$ cat config.mk
export PLATFORM = sky130hd
export DESIGN_NAME = smbcs_top
export DESIGN_NICKNAME = d
export VERILOG_FILES = /design/src/pkg/smbcs_pkg.sv /design/src/pkg/smbcs_line_if.sv /design/src/smbcs_line_mon.sv /design/src/smbcs_top.sv
export SDC_FILE = /design/constraint.sdc
export NUM_CORES = 1
export LEC_CHECK = 0
export BUFFER_PORTS_ARGS = -buffer_cell sky130_fd_sc_hd__clkbuf_2
export CORE_MARGIN = 3
export CORE_UTILIZATION = 40
export DETAILED_ROUTE_END_ITERATION = 7
export HOLD_SLACK_MARGIN = 0.08
export PLACE_DENSITY = 0.74
export SLEW_MARGIN = 20
export SYNTH_ARGS = -nofsm -noshare
export SYNTH_HDL_FRONTEND = slang
export SYNTH_SLANG_ARGS = --single-unit
$ cat constraint.sdc
create_clock -name i_mclk -period 2.9 [get_ports i_mclk]
set_input_delay 0.29 -clock i_mclk [delete_from_list [all_inputs] [get_ports i_mclk]]
set_output_delay 0.29 -clock i_mclk [all_outputs]
set_load 0.03 [all_outputs]
$ cat src/pkg/smbcs_pkg.sv
// Constants, types and register map of the SMBus control and status flag block
// Functional notes
// - Master flag set on generated START, cleared on generated STOP or lost arbitration.
// - Transmit flag set on generated START or data written before a frame.
// - Transmit flag cleared on detected START, lost arbitration, or unwritten data.
// - Start flag set on received START plus address byte; only software clears it.
// - Stop flag set when STOP is detected while addressed as slave.
// - Stop flag set when arbitration is lost to a detected STOP.
// - Stop flag cleared once the requested STOP has been driven.
// - Ack request set after a received byte needing a software acknowledge value.
// - Ack request cleared after every acknowledge cycle.
// - Arbitration lost on unwanted repeated START seen as master with start low.
// - Arbitration lost when SCL is low while making STOP or repeated START.
// - Arbitration lost when SDA reads low while sending a one, outside acks.
// - Arbitration lost flag cleared each time software clears the byte event flag.
// - Transmitter loads ack bit: one for low response, zero for high.
// - Byte event set when START is generated and when arbitration is lost.
// - Byte event set after byte sent with ack sampled, and after byte received.
// - Byte event set on received START plus address, and on received STOP while addressed as slave.
// - Receiver event comes before ack cycle, transmitter event after it.
// - Master, transmit, start and stop flags form the upper four control bits.
`default_nettype none
package smbcs_pkg;
  localparam int          DW           = 32;
  localparam logic [31:0] OFF_CTRL     = 32'h0000_0000;
  localparam logic [31:0] OFF_DATA     = 32'h0000_0004;
  localparam logic [31:0] OFF_OWN      = 32'h0000_0008;
  localparam int          B_SI         = 0;
  localparam int          B_ACK        = 1;
  localparam int          B_START      = 5;
  localparam int          B_STOP       = 4;
  localparam logic [7:0]  CTRL_RST     = 8'h00;
  localparam logic [7:0]  DATA_RST     = 8'h00;
  localparam logic [6:0]  OWN_RST      = 7'h00;
  localparam int          CLK_MHZ      = 125;
  localparam int          T_HALF_NS    = 1250;
  localparam int          HALF_CYC     = (T_HALF_NS * CLK_MHZ + 999) / 1000;
  localparam logic [7:0]  HALF_LOAD    = 8'(HALF_CYC - 1);
  localparam logic [3:0]  BYTE_BITS    = 4'h8;
  localparam logic [1:0]  PH_0         = 2'h0;
  localparam logic [1:0]  PH_1         = 2'h1;
  localparam logic [1:0]  PH_2         = 2'h2;

  typedef enum logic [5:0] {
    ST_IDLE   = 6'h01,
    ST_GSTART = 6'h02,
    ST_BYTE   = 6'h04,
    ST_ACK    = 6'h08,
    ST_GSTOP  = 6'h10,
    ST_GRST   = 6'h20
  } smbcs_state_t;
endpackage : smbcs_pkg
`default_nettype wire

$ cat src/pkg/smbcs_line_if.sv
// Synchronised line levels and bus events passed to the flag engine
`default_nettype none
interface smbcs_line_if;
  logic scl_s;
  logic sda_s;
  logic scl_rise;
  logic scl_fall;
  logic start_det;
  logic stop_det;
  modport src (output scl_s, output sda_s, output scl_rise, output scl_fall, output start_det, output stop_det);
  modport dst (input scl_s, input sda_s, input scl_rise, input scl_fall, input start_det, input stop_det);
endinterface : smbcs_line_if
`default_nettype wire

$ cat src/smbcs_line_mon.sv
// Line synchroniser and START, STOP and SCL edge detector
`default_nettype none
module smbcs_line_mon (
  input  wire logic  i_mclk,
  input  wire logic  i_srst,
  input  wire logic  i_scl,
  input  wire logic  i_sda,
  smbcs_line_if.src  lines
);
  import smbcs_pkg::*;

  logic [1:0] scl_m_reg, scl_m_next;
  logic [1:0] sda_m_reg, sda_m_next;
  logic [1:0] scl_h_reg, scl_h_next;
  logic [1:0] sda_h_reg, sda_h_next;
  logic [3:0] ev_reg,    ev_next;

  // First stage feeds only the second; history taps start after it
  always_comb begin
    scl_m_next = {scl_m_reg[0], i_scl};
    sda_m_next = {sda_m_reg[0], i_sda};
    scl_h_next = {scl_h_reg[0], scl_m_reg[1]};
    sda_h_next = {sda_h_reg[0], sda_m_reg[1]};
    ev_next[0] = scl_h_reg[0] & ~scl_h_reg[1];
    ev_next[1] = ~scl_h_reg[0] & scl_h_reg[1];
    ev_next[2] = scl_h_reg[0] & scl_h_reg[1] & ~sda_h_reg[0] & sda_h_reg[1];
    ev_next[3] = scl_h_reg[0] & scl_h_reg[1] & sda_h_reg[0] & ~sda_h_reg[1];
  end

  always_ff @(posedge i_mclk) begin
    if (i_srst) begin
      scl_m_reg <= 2'h3;
      sda_m_reg <= 2'h3;
      scl_h_reg <= 2'h3;
      sda_h_reg <= 2'h3;
      ev_reg    <= 4'h0;
    end else begin
      scl_m_reg <= scl_m_next;
      sda_m_reg <= sda_m_next;
      scl_h_reg <= scl_h_next;
      sda_h_reg <= sda_h_next;
      ev_reg    <= ev_next;
    end
  end

  assign lines.scl_s     = scl_h_reg[1];
  assign lines.sda_s     = sda_h_reg[1];
  assign lines.scl_rise  = ev_reg[0];
  assign lines.scl_fall  = ev_reg[1];
  assign lines.start_det = ev_reg[2];
  assign lines.stop_det  = ev_reg[3];
endmodule : smbcs_line_mon
`default_nettype wire

$ cat src/smbcs_top.sv
// SMBus control and status flag engine with AHB-Lite register slave
//
// The AHB-Lite slave port and the register offsets are this design's own decisions.
`default_nettype none
module smbcs_top (
  input  wire logic                     i_mclk,
  input  wire logic                     i_srst,
  input  wire logic                     i_hsel,
  input  wire logic [smbcs_pkg::DW-1:0] i_haddr,
  input  wire logic [1:0]               i_htrans,
  input  wire logic                     i_hwrite,
  input  wire logic [2:0]               i_hsize,
  input  wire logic [smbcs_pkg::DW-1:0] i_hwdata,
  input  wire logic                     i_hready,
  output logic      [smbcs_pkg::DW-1:0] o_hrdata,
  output logic                          o_hreadyout,
  output logic                          o_hresp,
  input  wire logic                     i_scl,
  output logic                          o_scl_out,
  output logic                          o_scl_oe,
  input  wire logic                     i_sda,
  output logic                          o_sda_out,
  output logic                          o_sda_oe
);
  import smbcs_pkg::*;

  function automatic logic f_hit(input logic [DW-1:0] addr, input logic [DW-1:0] off);
    f_hit = (addr[DW-1:2] == off[DW-1:2]);
  endfunction : f_hit

  smbcs_line_if lines ();

  smbcs_line_mon u_mon (
    .i_mclk (i_mclk),
    .i_srst (i_srst),
    .i_scl  (i_scl),
    .i_sda  (i_sda),
    .lines  (lines)
  );

  smbcs_state_t    state_reg,   state_next;
  logic [1:0]      phase_reg,   phase_next;
  logic [7:0]      timer_reg,   timer_next;
  logic [3:0]      cnt_reg,     cnt_next;
  logic [7:0]      shift_reg,   shift_next;
  logic [6:0]      own_reg,     own_next;
  logic            out_bit_reg, out_bit_next;
  logic            scl_drv_reg, scl_drv_next;
  logic            sda_drv_reg, sda_drv_next;
  logic            scl_oe_reg,  scl_oe_next;
  logic            master_reg,  master_next;
  logic            tx_reg,      tx_next;
  logic            start_reg,   start_next;
  logic            stop_reg,    stop_next;
  logic            ack_request_flag_reg,   ack_request_flag_next;
  logic            arb_reg,     arb_next;
  logic            ack_reg,     ack_next;
  logic            si_reg,      si_next;
  logic            dwr_reg,     dwr_next;
  logic            slv_reg,     slv_next;
  logic            busy_reg,    busy_next;
  logic            first_reg,   first_next;
  logic [2:0]      wsel_reg,    wsel_next;
  logic [DW-1:0]   hrdata_reg,  hrdata_next;
  logic            acc;
  logic            sw_si_clr;
  logic            tdone;
  logic            tload;
  logic            lose;
  logic            own_gen;
  logic [7:0]      ctrl_vec;

  always_comb begin
    state_next   = state_reg;
    phase_next   = phase_reg;
    cnt_next     = cnt_reg;
    shift_next   = shift_reg;
    own_next     = own_reg;
    out_bit_next = out_bit_reg;
    scl_drv_next = scl_drv_reg;
    sda_drv_next = sda_drv_reg;
    master_next  = master_reg;
    tx_next      = tx_reg;
    start_next   = start_reg;
    stop_next    = stop_reg;
    ack_request_flag_next   = ack_request_flag_reg;
    arb_next     = arb_reg;
    ack_next     = ack_reg;
    si_next      = si_reg;
    dwr_next     = dwr_reg;
    slv_next     = slv_reg;
    busy_next    = busy_reg;
    first_next   = first_reg;
    lose         = 1'b0;
    tload        = 1'b0;
    tdone        = (timer_reg == 8'h00);
    acc          = i_hsel & i_htrans[1] & i_hready;
    sw_si_clr    = wsel_reg[0] & ~i_hwdata[B_SI] & si_reg;
    own_gen      = state_reg[1] | state_reg[4] | state_reg[5];

    // Data phase of a write lands here
    if (wsel_reg[0]) begin
      start_next = i_hwdata[B_START];
      stop_next  = i_hwdata[B_STOP];
      ack_next   = i_hwdata[B_ACK];
    end
    if (wsel_reg[1]) begin
      shift_next   = i_hwdata[7:0];
      out_bit_next = i_hwdata[7];
      dwr_next     = 1'b1;
    end
    if (wsel_reg[2]) begin
      own_next = i_hwdata[6:0];
    end
    if (sw_si_clr) begin
      si_next  = 1'b0;
      arb_next = 1'b0;
      tload    = 1'b1;
    end

    // Master SCL: low half, release, wait out stretching, high half
    if (master_reg & ~si_reg & (state_reg[2] | state_reg[3])) begin
      if (scl_drv_reg) begin
        if (tdone) begin
          scl_drv_next = 1'b0;
          tload        = 1'b1;
        end
      end else if (~lines.scl_s) begin
        tload = 1'b1;
      end else if (tdone) begin
        scl_drv_next = 1'b1;
        tload        = 1'b1;
      end
    end

    case (state_reg)
      ST_IDLE: begin
        sda_drv_next = 1'b0;
        scl_drv_next = 1'b0;
        if (start_reg & ~busy_reg) begin
          sda_drv_next = 1'b1;
          tload        = 1'b1;
          state_next   = ST_GSTART;
        end
      end
      ST_GSTART: begin
        if (tdone) begin
          scl_drv_next = 1'b1;
          master_next  = 1'b1;
          tx_next      = 1'b1;
          si_next      = 1'b1;
          dwr_next     = 1'b0;
          first_next   = 1'b0;
          cnt_next     = 4'h0;
          state_next   = ST_BYTE;
        end
      end
      ST_BYTE: begin
        if (lines.scl_rise) begin
          shift_next = {shift_reg[6:0], lines.sda_s};
          cnt_next   = cnt_reg + 4'h1;
          if (tx_reg & out_bit_reg & ~lines.sda_s) begin
            lose = 1'b1;
          end
        end
        if (lines.scl_fall & (cnt_reg == BYTE_BITS)) begin
          first_next = 1'b0;
          state_next = ST_ACK;
          if (first_reg & ~master_reg) begin
            if (shift_reg[7:1] == own_reg) begin
              slv_next   = 1'b1;
              start_next = 1'b1;
              si_next    = 1'b1;
              ack_request_flag_next = 1'b1;
            end else begin
              state_next = ST_IDLE;
            end
          end else if (~tx_reg) begin
            si_next    = 1'b1;
            ack_request_flag_next = 1'b1;
          end else begin
            sda_drv_next = 1'b0;
          end
        end else if (lines.scl_fall & tx_reg) begin
          out_bit_next = shift_reg[7];
        end
        // Transmit frame begins when software releases the byte event
        if (sw_si_clr & (cnt_reg == 4'h0)) begin
          if (master_reg & stop_next) begin
            state_next = ST_GSTOP;
            phase_next = PH_0;
          end else if (master_reg & start_next) begin
            state_next = ST_GRST;
            phase_next = PH_0;
          end else begin
            tx_next      = dwr_reg;
            dwr_next     = 1'b0;
            out_bit_next = shift_reg[7];
          end
        end
      end
      ST_ACK: begin
        if (lines.scl_rise & tx_reg) begin
          ack_next = ~lines.sda_s;
        end
        if (lines.scl_fall) begin
          ack_request_flag_next = 1'b0;
          cnt_next   = 4'h0;
          state_next = ST_BYTE;
          if (tx_reg) begin
            si_next = 1'b1;
            if (~master_reg & ~ack_next) begin
              state_next = ST_IDLE;
            end
          end else if (master_reg & stop_reg) begin
            state_next = ST_GSTOP;
            phase_next = PH_0;
          end else if (master_reg & start_reg) begin
            state_next = ST_GRST;
            phase_next = PH_0;
          end else if (~master_reg & ~ack_reg) begin
            state_next = ST_IDLE;
          end else begin
            tx_next      = dwr_reg;
            dwr_next     = 1'b0;
            out_bit_next = shift_reg[7];
          end
        end
      end
      ST_GSTOP: begin
        case (phase_reg)
          PH_0: begin
            sda_drv_next = 1'b1;
            if (tdone) begin
              scl_drv_next = 1'b0;
              tload        = 1'b1;
              phase_next   = PH_1;
            end
          end
          PH_1: begin
            if (tdone) begin
              if (~lines.scl_s) begin
                lose = 1'b1;
              end else begin
                sda_drv_next = 1'b0;
                tload        = 1'b1;
                phase_next   = PH_2;
              end
            end
          end
          default: begin
            if (tdone) begin
              stop_next   = 1'b0;
              master_next = 1'b0;
              state_next  = ST_IDLE;
            end
          end
        endcase
      end
      ST_GRST: begin
        case (phase_reg)
          PH_0: begin
            sda_drv_next = 1'b0;
            if (tdone) begin
              scl_drv_next = 1'b0;
              tload        = 1'b1;
              phase_next   = PH_1;
            end
          end
          PH_1: begin
            if (tdone) begin
              if (~lines.scl_s) begin
                lose = 1'b1;
              end else begin
                sda_drv_next = 1'b1;
                tload        = 1'b1;
                phase_next   = PH_2;
              end
            end
          end
          default: begin
            if (tdone) begin
              state_next = ST_GSTART;
            end
          end
        endcase
      end
      default: begin
        state_next = ST_IDLE;
      end
    endcase

    // Bus conditions from others outrank the sequencer
    if (lines.start_det) begin
      busy_next = 1'b1;
    end
    if (lines.stop_det) begin
      busy_next = 1'b0;
    end
    if (lines.start_det & ~own_gen) begin
      if (master_reg & ~start_reg) begin
        lose = 1'b1;
      end else begin
        tx_next      = 1'b0;
        slv_next     = 1'b0;
        first_next   = 1'b1;
        cnt_next     = 4'h0;
        sda_drv_next = 1'b0;
        state_next   = ST_BYTE;
      end
    end
    if (lines.stop_det & ~own_gen) begin
      if (slv_reg) begin
        stop_next = 1'b1;
        si_next   = 1'b1;
      end
      if (master_reg) begin
        stop_next = 1'b1;
        lose      = 1'b1;
      end
      slv_next   = 1'b0;
      state_next = ST_IDLE;
    end
    if (lose) begin
      arb_next     = 1'b1;
      master_next  = 1'b0;
      tx_next      = 1'b0;
      si_next      = 1'b1;
      sda_drv_next = 1'b0;
      scl_drv_next = 1'b0;
      state_next   = ST_IDLE;
    end

    // Hold SDA while the event stands so it never moves with SCL high
    if ((state_next == ST_BYTE) & ~si_next) begin
      sda_drv_next = tx_next & ~out_bit_next;
    end
    if ((state_next == ST_ACK) & ~tx_next) begin
      sda_drv_next = ~si_next & ack_next;
    end
    // Slave holds SCL a half period past the event so its ack bit settles before SCL rises
    scl_oe_next = scl_drv_next | (si_next & (state_next != ST_IDLE)) | (slv_next & (tload | ~tdone));

    timer_next = tload ? HALF_LOAD : (tdone ? timer_reg : timer_reg - 8'h01);
    wsel_next  = 3'h0;
    if (acc & i_hwrite) begin
      wsel_next = {f_hit(i_haddr, OFF_OWN), f_hit(i_haddr, OFF_DATA), f_hit(i_haddr, OFF_CTRL)};
    end
    ctrl_vec    = {master_next, tx_next, start_next, stop_next,
                   ack_request_flag_next, arb_next, ack_next, si_next};
    hrdata_next = hrdata_reg;
    if (acc & ~i_hwrite) begin
      hrdata_next = 32'h0000_0000;
      if (f_hit(i_haddr, OFF_CTRL)) begin
        hrdata_next = {24'h00_0000, ctrl_vec};
      end else if (f_hit(i_haddr, OFF_DATA)) begin
        hrdata_next = {24'h00_0000, shift_next};
      end else if (f_hit(i_haddr, OFF_OWN)) begin
        hrdata_next = {25'h000_0000, own_next};
      end
    end
  end

  always_ff @(posedge i_mclk) begin
    if (i_srst) begin
      state_reg   <= ST_IDLE;
      phase_reg   <= PH_0;
      timer_reg   <= 8'h00;
      cnt_reg     <= 4'h0;
      shift_reg   <= DATA_RST;
      own_reg     <= OWN_RST;
      out_bit_reg <= 1'b1;
      scl_drv_reg <= 1'b0;
      sda_drv_reg <= 1'b0;
      scl_oe_reg  <= 1'b0;
      {master_reg, tx_reg, start_reg, stop_reg, ack_request_flag_reg, arb_reg, ack_reg, si_reg} <= CTRL_RST;
      dwr_reg     <= 1'b0;
      slv_reg     <= 1'b0;
      busy_reg    <= 1'b0;
      first_reg   <= 1'b0;
      wsel_reg    <= 3'h0;
      hrdata_reg  <= 32'h0000_0000;
    end else begin
      state_reg   <= state_next;
      phase_reg   <= phase_next;
      timer_reg   <= timer_next;
      cnt_reg     <= cnt_next;
      shift_reg   <= shift_next;
      own_reg     <= own_next;
      out_bit_reg <= out_bit_next;
      scl_drv_reg <= scl_drv_next;
      sda_drv_reg <= sda_drv_next;
      scl_oe_reg  <= scl_oe_next;
      {master_reg, tx_reg, start_reg, stop_reg, ack_request_flag_reg, arb_reg, ack_reg, si_reg} <= ctrl_vec;
      dwr_reg     <= dwr_next;
      slv_reg     <= slv_next;
      busy_reg    <= busy_next;
      first_reg   <= first_next;
      wsel_reg    <= wsel_next;
      hrdata_reg  <= hrdata_next;
    end
  end

  // Zero-wait slave; open-drain lines only ever pull low
  assign o_hrdata    = hrdata_reg;
  assign o_hreadyout = 1'b1;
  assign o_hresp     = 1'b0;
  assign o_scl_out   = 1'b0;
  assign o_scl_oe    = scl_oe_reg;
  assign o_sda_out   = 1'b0;
  assign o_sda_oe    = sda_drv_reg;
endmodule : smbcs_top
`default_nettype wire

==> impl_metrics.ini <==
[timing]
hold_violations = 0
tightest_slew_ns = 1.11
drv_slew = 0
min_period_over_period = 0.975
setup_viol = 0
skew_ns = 0.0157
clock.fmax_ghz = 0.354
hold-worst-slack_ns = 0.120
final.min_clock_period_ns = 2.83
setup_ws_ns = 0.0715
slew_headroom = 0.253
rsz0062_at_grt = false
finalSetupTns_ns = 0

[pwr]
max-vdd-ir-drop_uv = 264
comb_power_share = 0.210
p_seq_frac = 0.459
power.density_nw_per_um2 = 518
leakage_nw = 1.86
netSwitchingFraction = 0.319
power.internal_mw = 1.68
p_clk_frac = 0.330
p_sw_uw = 788

[finish]
layout_commonest_cell = dfxtp_1
antenna_cells = 0
area_growth_pct = 14.5
nets = 646
stdcell_count = 705
most-common-layout-cells = dfxtp_1 (74), nor2_1 (64), clkbuf_2 (55), nand2_1 (33), conb_1 (28)
drive_gt1_frac = 0.199

[clock_tree]
cts_root_buf = clkbuf_8
cts-htree-levels = 3
tritoncts = built
clk_pin_slew_ns = 0.08
postCtsSetupRepairBufs = 0
clockBufferDepth = 2
cts.sinks = 74
cts_buffers = 9
clk_latency_ns = 0.36

[placement]
dp_hpwl_um = 9090
post-place-ws_ns = 0.224
io_buffers = 55
dp.cells = 689
place_congestion = 0.947

[global_route]
grt_pass1_vias = 3977
grtUsageTotal = 0.210
grt_first_pass_wirelength_um = 19400
grt_max_degree = 28
grt_overflow = 0
antenna_found_initial = 0

[setup_path]
startpoint_type = register
cp.required_ns = 3.20
setup.worst_path.class = reg2reg
cp.arrival_ns = 3.13
crit_fanout = 9
cp_num_buf_inv = 0
end_kind = register
crit_chain = nor3_1 > o21ai_0 > o2111a_1 > a211o_1 > or4_1 > nand3_1
crit_path_top_delay_cell = nor3_1
max_stage_delay_ns = 0.93
critPathTopFamily = simple AND/OR/NAND/NOR gates

[yosys]
syn_inst = 504
synth_seq_cells = 74
yosysTopAreaCell = dfxtp_1
synth_warnings = 0
yosys.area.top_type_share = 0.356
yosysUniqueCellTypes = 70
ys_top_cells_by_area = dfxtp_1 (36%), nor2_1 (5.8%), buf_4 (5.1%)
async_flop_share = 0
ys_seq_area_frac = 0.356
ys.flop_type = dfxtp_1
postSynthAreaPerCell_um2 = 8.25
synth_enable_flop_cells = 0
synth_area_um2 = 4160

[die]
start_util = 0.418
io_pins = 114
die-height_um = 108
placementRows = 36
core_um2 = 9950
fp.dieArea_um2 = 11700
die_w_um = 108

[detailed_routing]
wirelength_um = 11900
dr_total_vias = 4057
post_drt_via_cell_ratio = 5.75
drtPass1Iterations = 5
drt-initial-drc-count = 316
wire_per_inst_um = 16.9
ant_nets = 0
drcViolationCount = 0

[hold_path]
hp-class = in2reg

[job]
maxCapViolations = 0

[run_status]
status = finished, final reports clean
-- synthesized netlist by cell type (3+ instances only) --
cell,number
mux2_2,4
nand3_1,13
ha_1,3
o2bb2ai_1,3
o21ai_1,4
nand4b_1,3
o22ai_1,7
or4_1,4
and2_1,6
mux2i_1,19
or2_2,9
buf_1,3
o211a_1,3
and3_1,4
a211oi_1,12
buf_4,28
o211ai_1,4
nor4_1,10
nor2b_1,12
a21oi_1,18
nor3b_1,8
nand3b_1,5
o21bai_1,3
xnor2_1,9
dfxtp_1,74
nor2_1,64
o221ai_1,6
nor3_1,19
inv_1,9
nand2_1,33
a31oi_1,8
or3_1,4
a311oi_1,3
o21ai_0,19
nor4b_2,3
nand4_1,10
clkbuf_1,18
-- final timing paths --
path                                 start                             to  slack, ns  depth (start not counted)
min                                  i_sda  u_mon.sda_m_reg[0]$_SDFF_PP1_       0.12                          2
max                state_reg[1]$_SDFF_PP0_            o_sda_oe$_SDFF_PP0_       0.07                          6
min reg2reg  u_mon.scl_m_reg[1]$_SDFF_PP1_  u_mon.scl_h_reg[0]$_SDFF_PP1_       0.41                          1
max reg2reg        state_reg[1]$_SDFF_PP0_            o_sda_oe$_SDFF_PP0_       0.07                          6
-- layout make-up --
type | count | area (µm²)
repair buffers | 78 | 448
inverters | 9 | 33.8
well taps | 133 | 166
clock inverters | 6 | 65.1
fillers | 982 | 5190
clock buffers | 10 | 128
multi-input cells | 395 | 2440
flip-flops and latches | 74 | 1480
-- layer usage --
layer	part of all wire	vias to the layer above	global-route usage
li1	-	1916	-
met4	0.042	0	0.110
met3	0.072	37	0.0484
met5	0	-	0
met2	0.46	184	0.339
met1	0.42	1920	0.262
-- what timing repair did --
item / in CTS / in global routing
resized for setup: 0 / 1
hold buffers: 0 / 0
endpoints found under the setup margin: 0 / 3
-- power by group through the flow --
stage | clock, mW | combinational [mW] | sequential [mW]
global placement | 0 | 0.487 | 1.15
floorplan | 0 | 0.401 | 1.14
global route | 0.871 | 0.580 | 1.15
CTS | 0.827 | 0.504 | 1.13
finish | 0.816 | 0.519 | 1.13
detailed placement | 0 | 0.501 | 1.15
-- per-stage QoR --
| stage | utilization | power [mW] | instance area [µm²] |
|---|---|---|---|
| 3_5_place_dp | 0.458 | 1.65 | 4560 |
| 2_1_floorplan | - | 1.54 | 4260 |
| 5_1_grt | 0.478 | 2.60 | 4760 |
| 6_report | 0.478 | 2.47 | 4760 |
| 4_1_cts | 0.478 | 2.46 | 4750 |
| 3_3_place_gp | 0.458 | 1.63 | 4560 |
-- kinds of logic after synthesis --
family / synth area share
buf+inv: 0.0827
xor+xnor: 0.0232
fa+ha+maj: 0.00903
other cells: 0.00181
mux: 0.0566
compound gates: 0.182
simple gates: 0.288
flops: 0.356
Note: power is estimated with default switching activity, not from simulation.
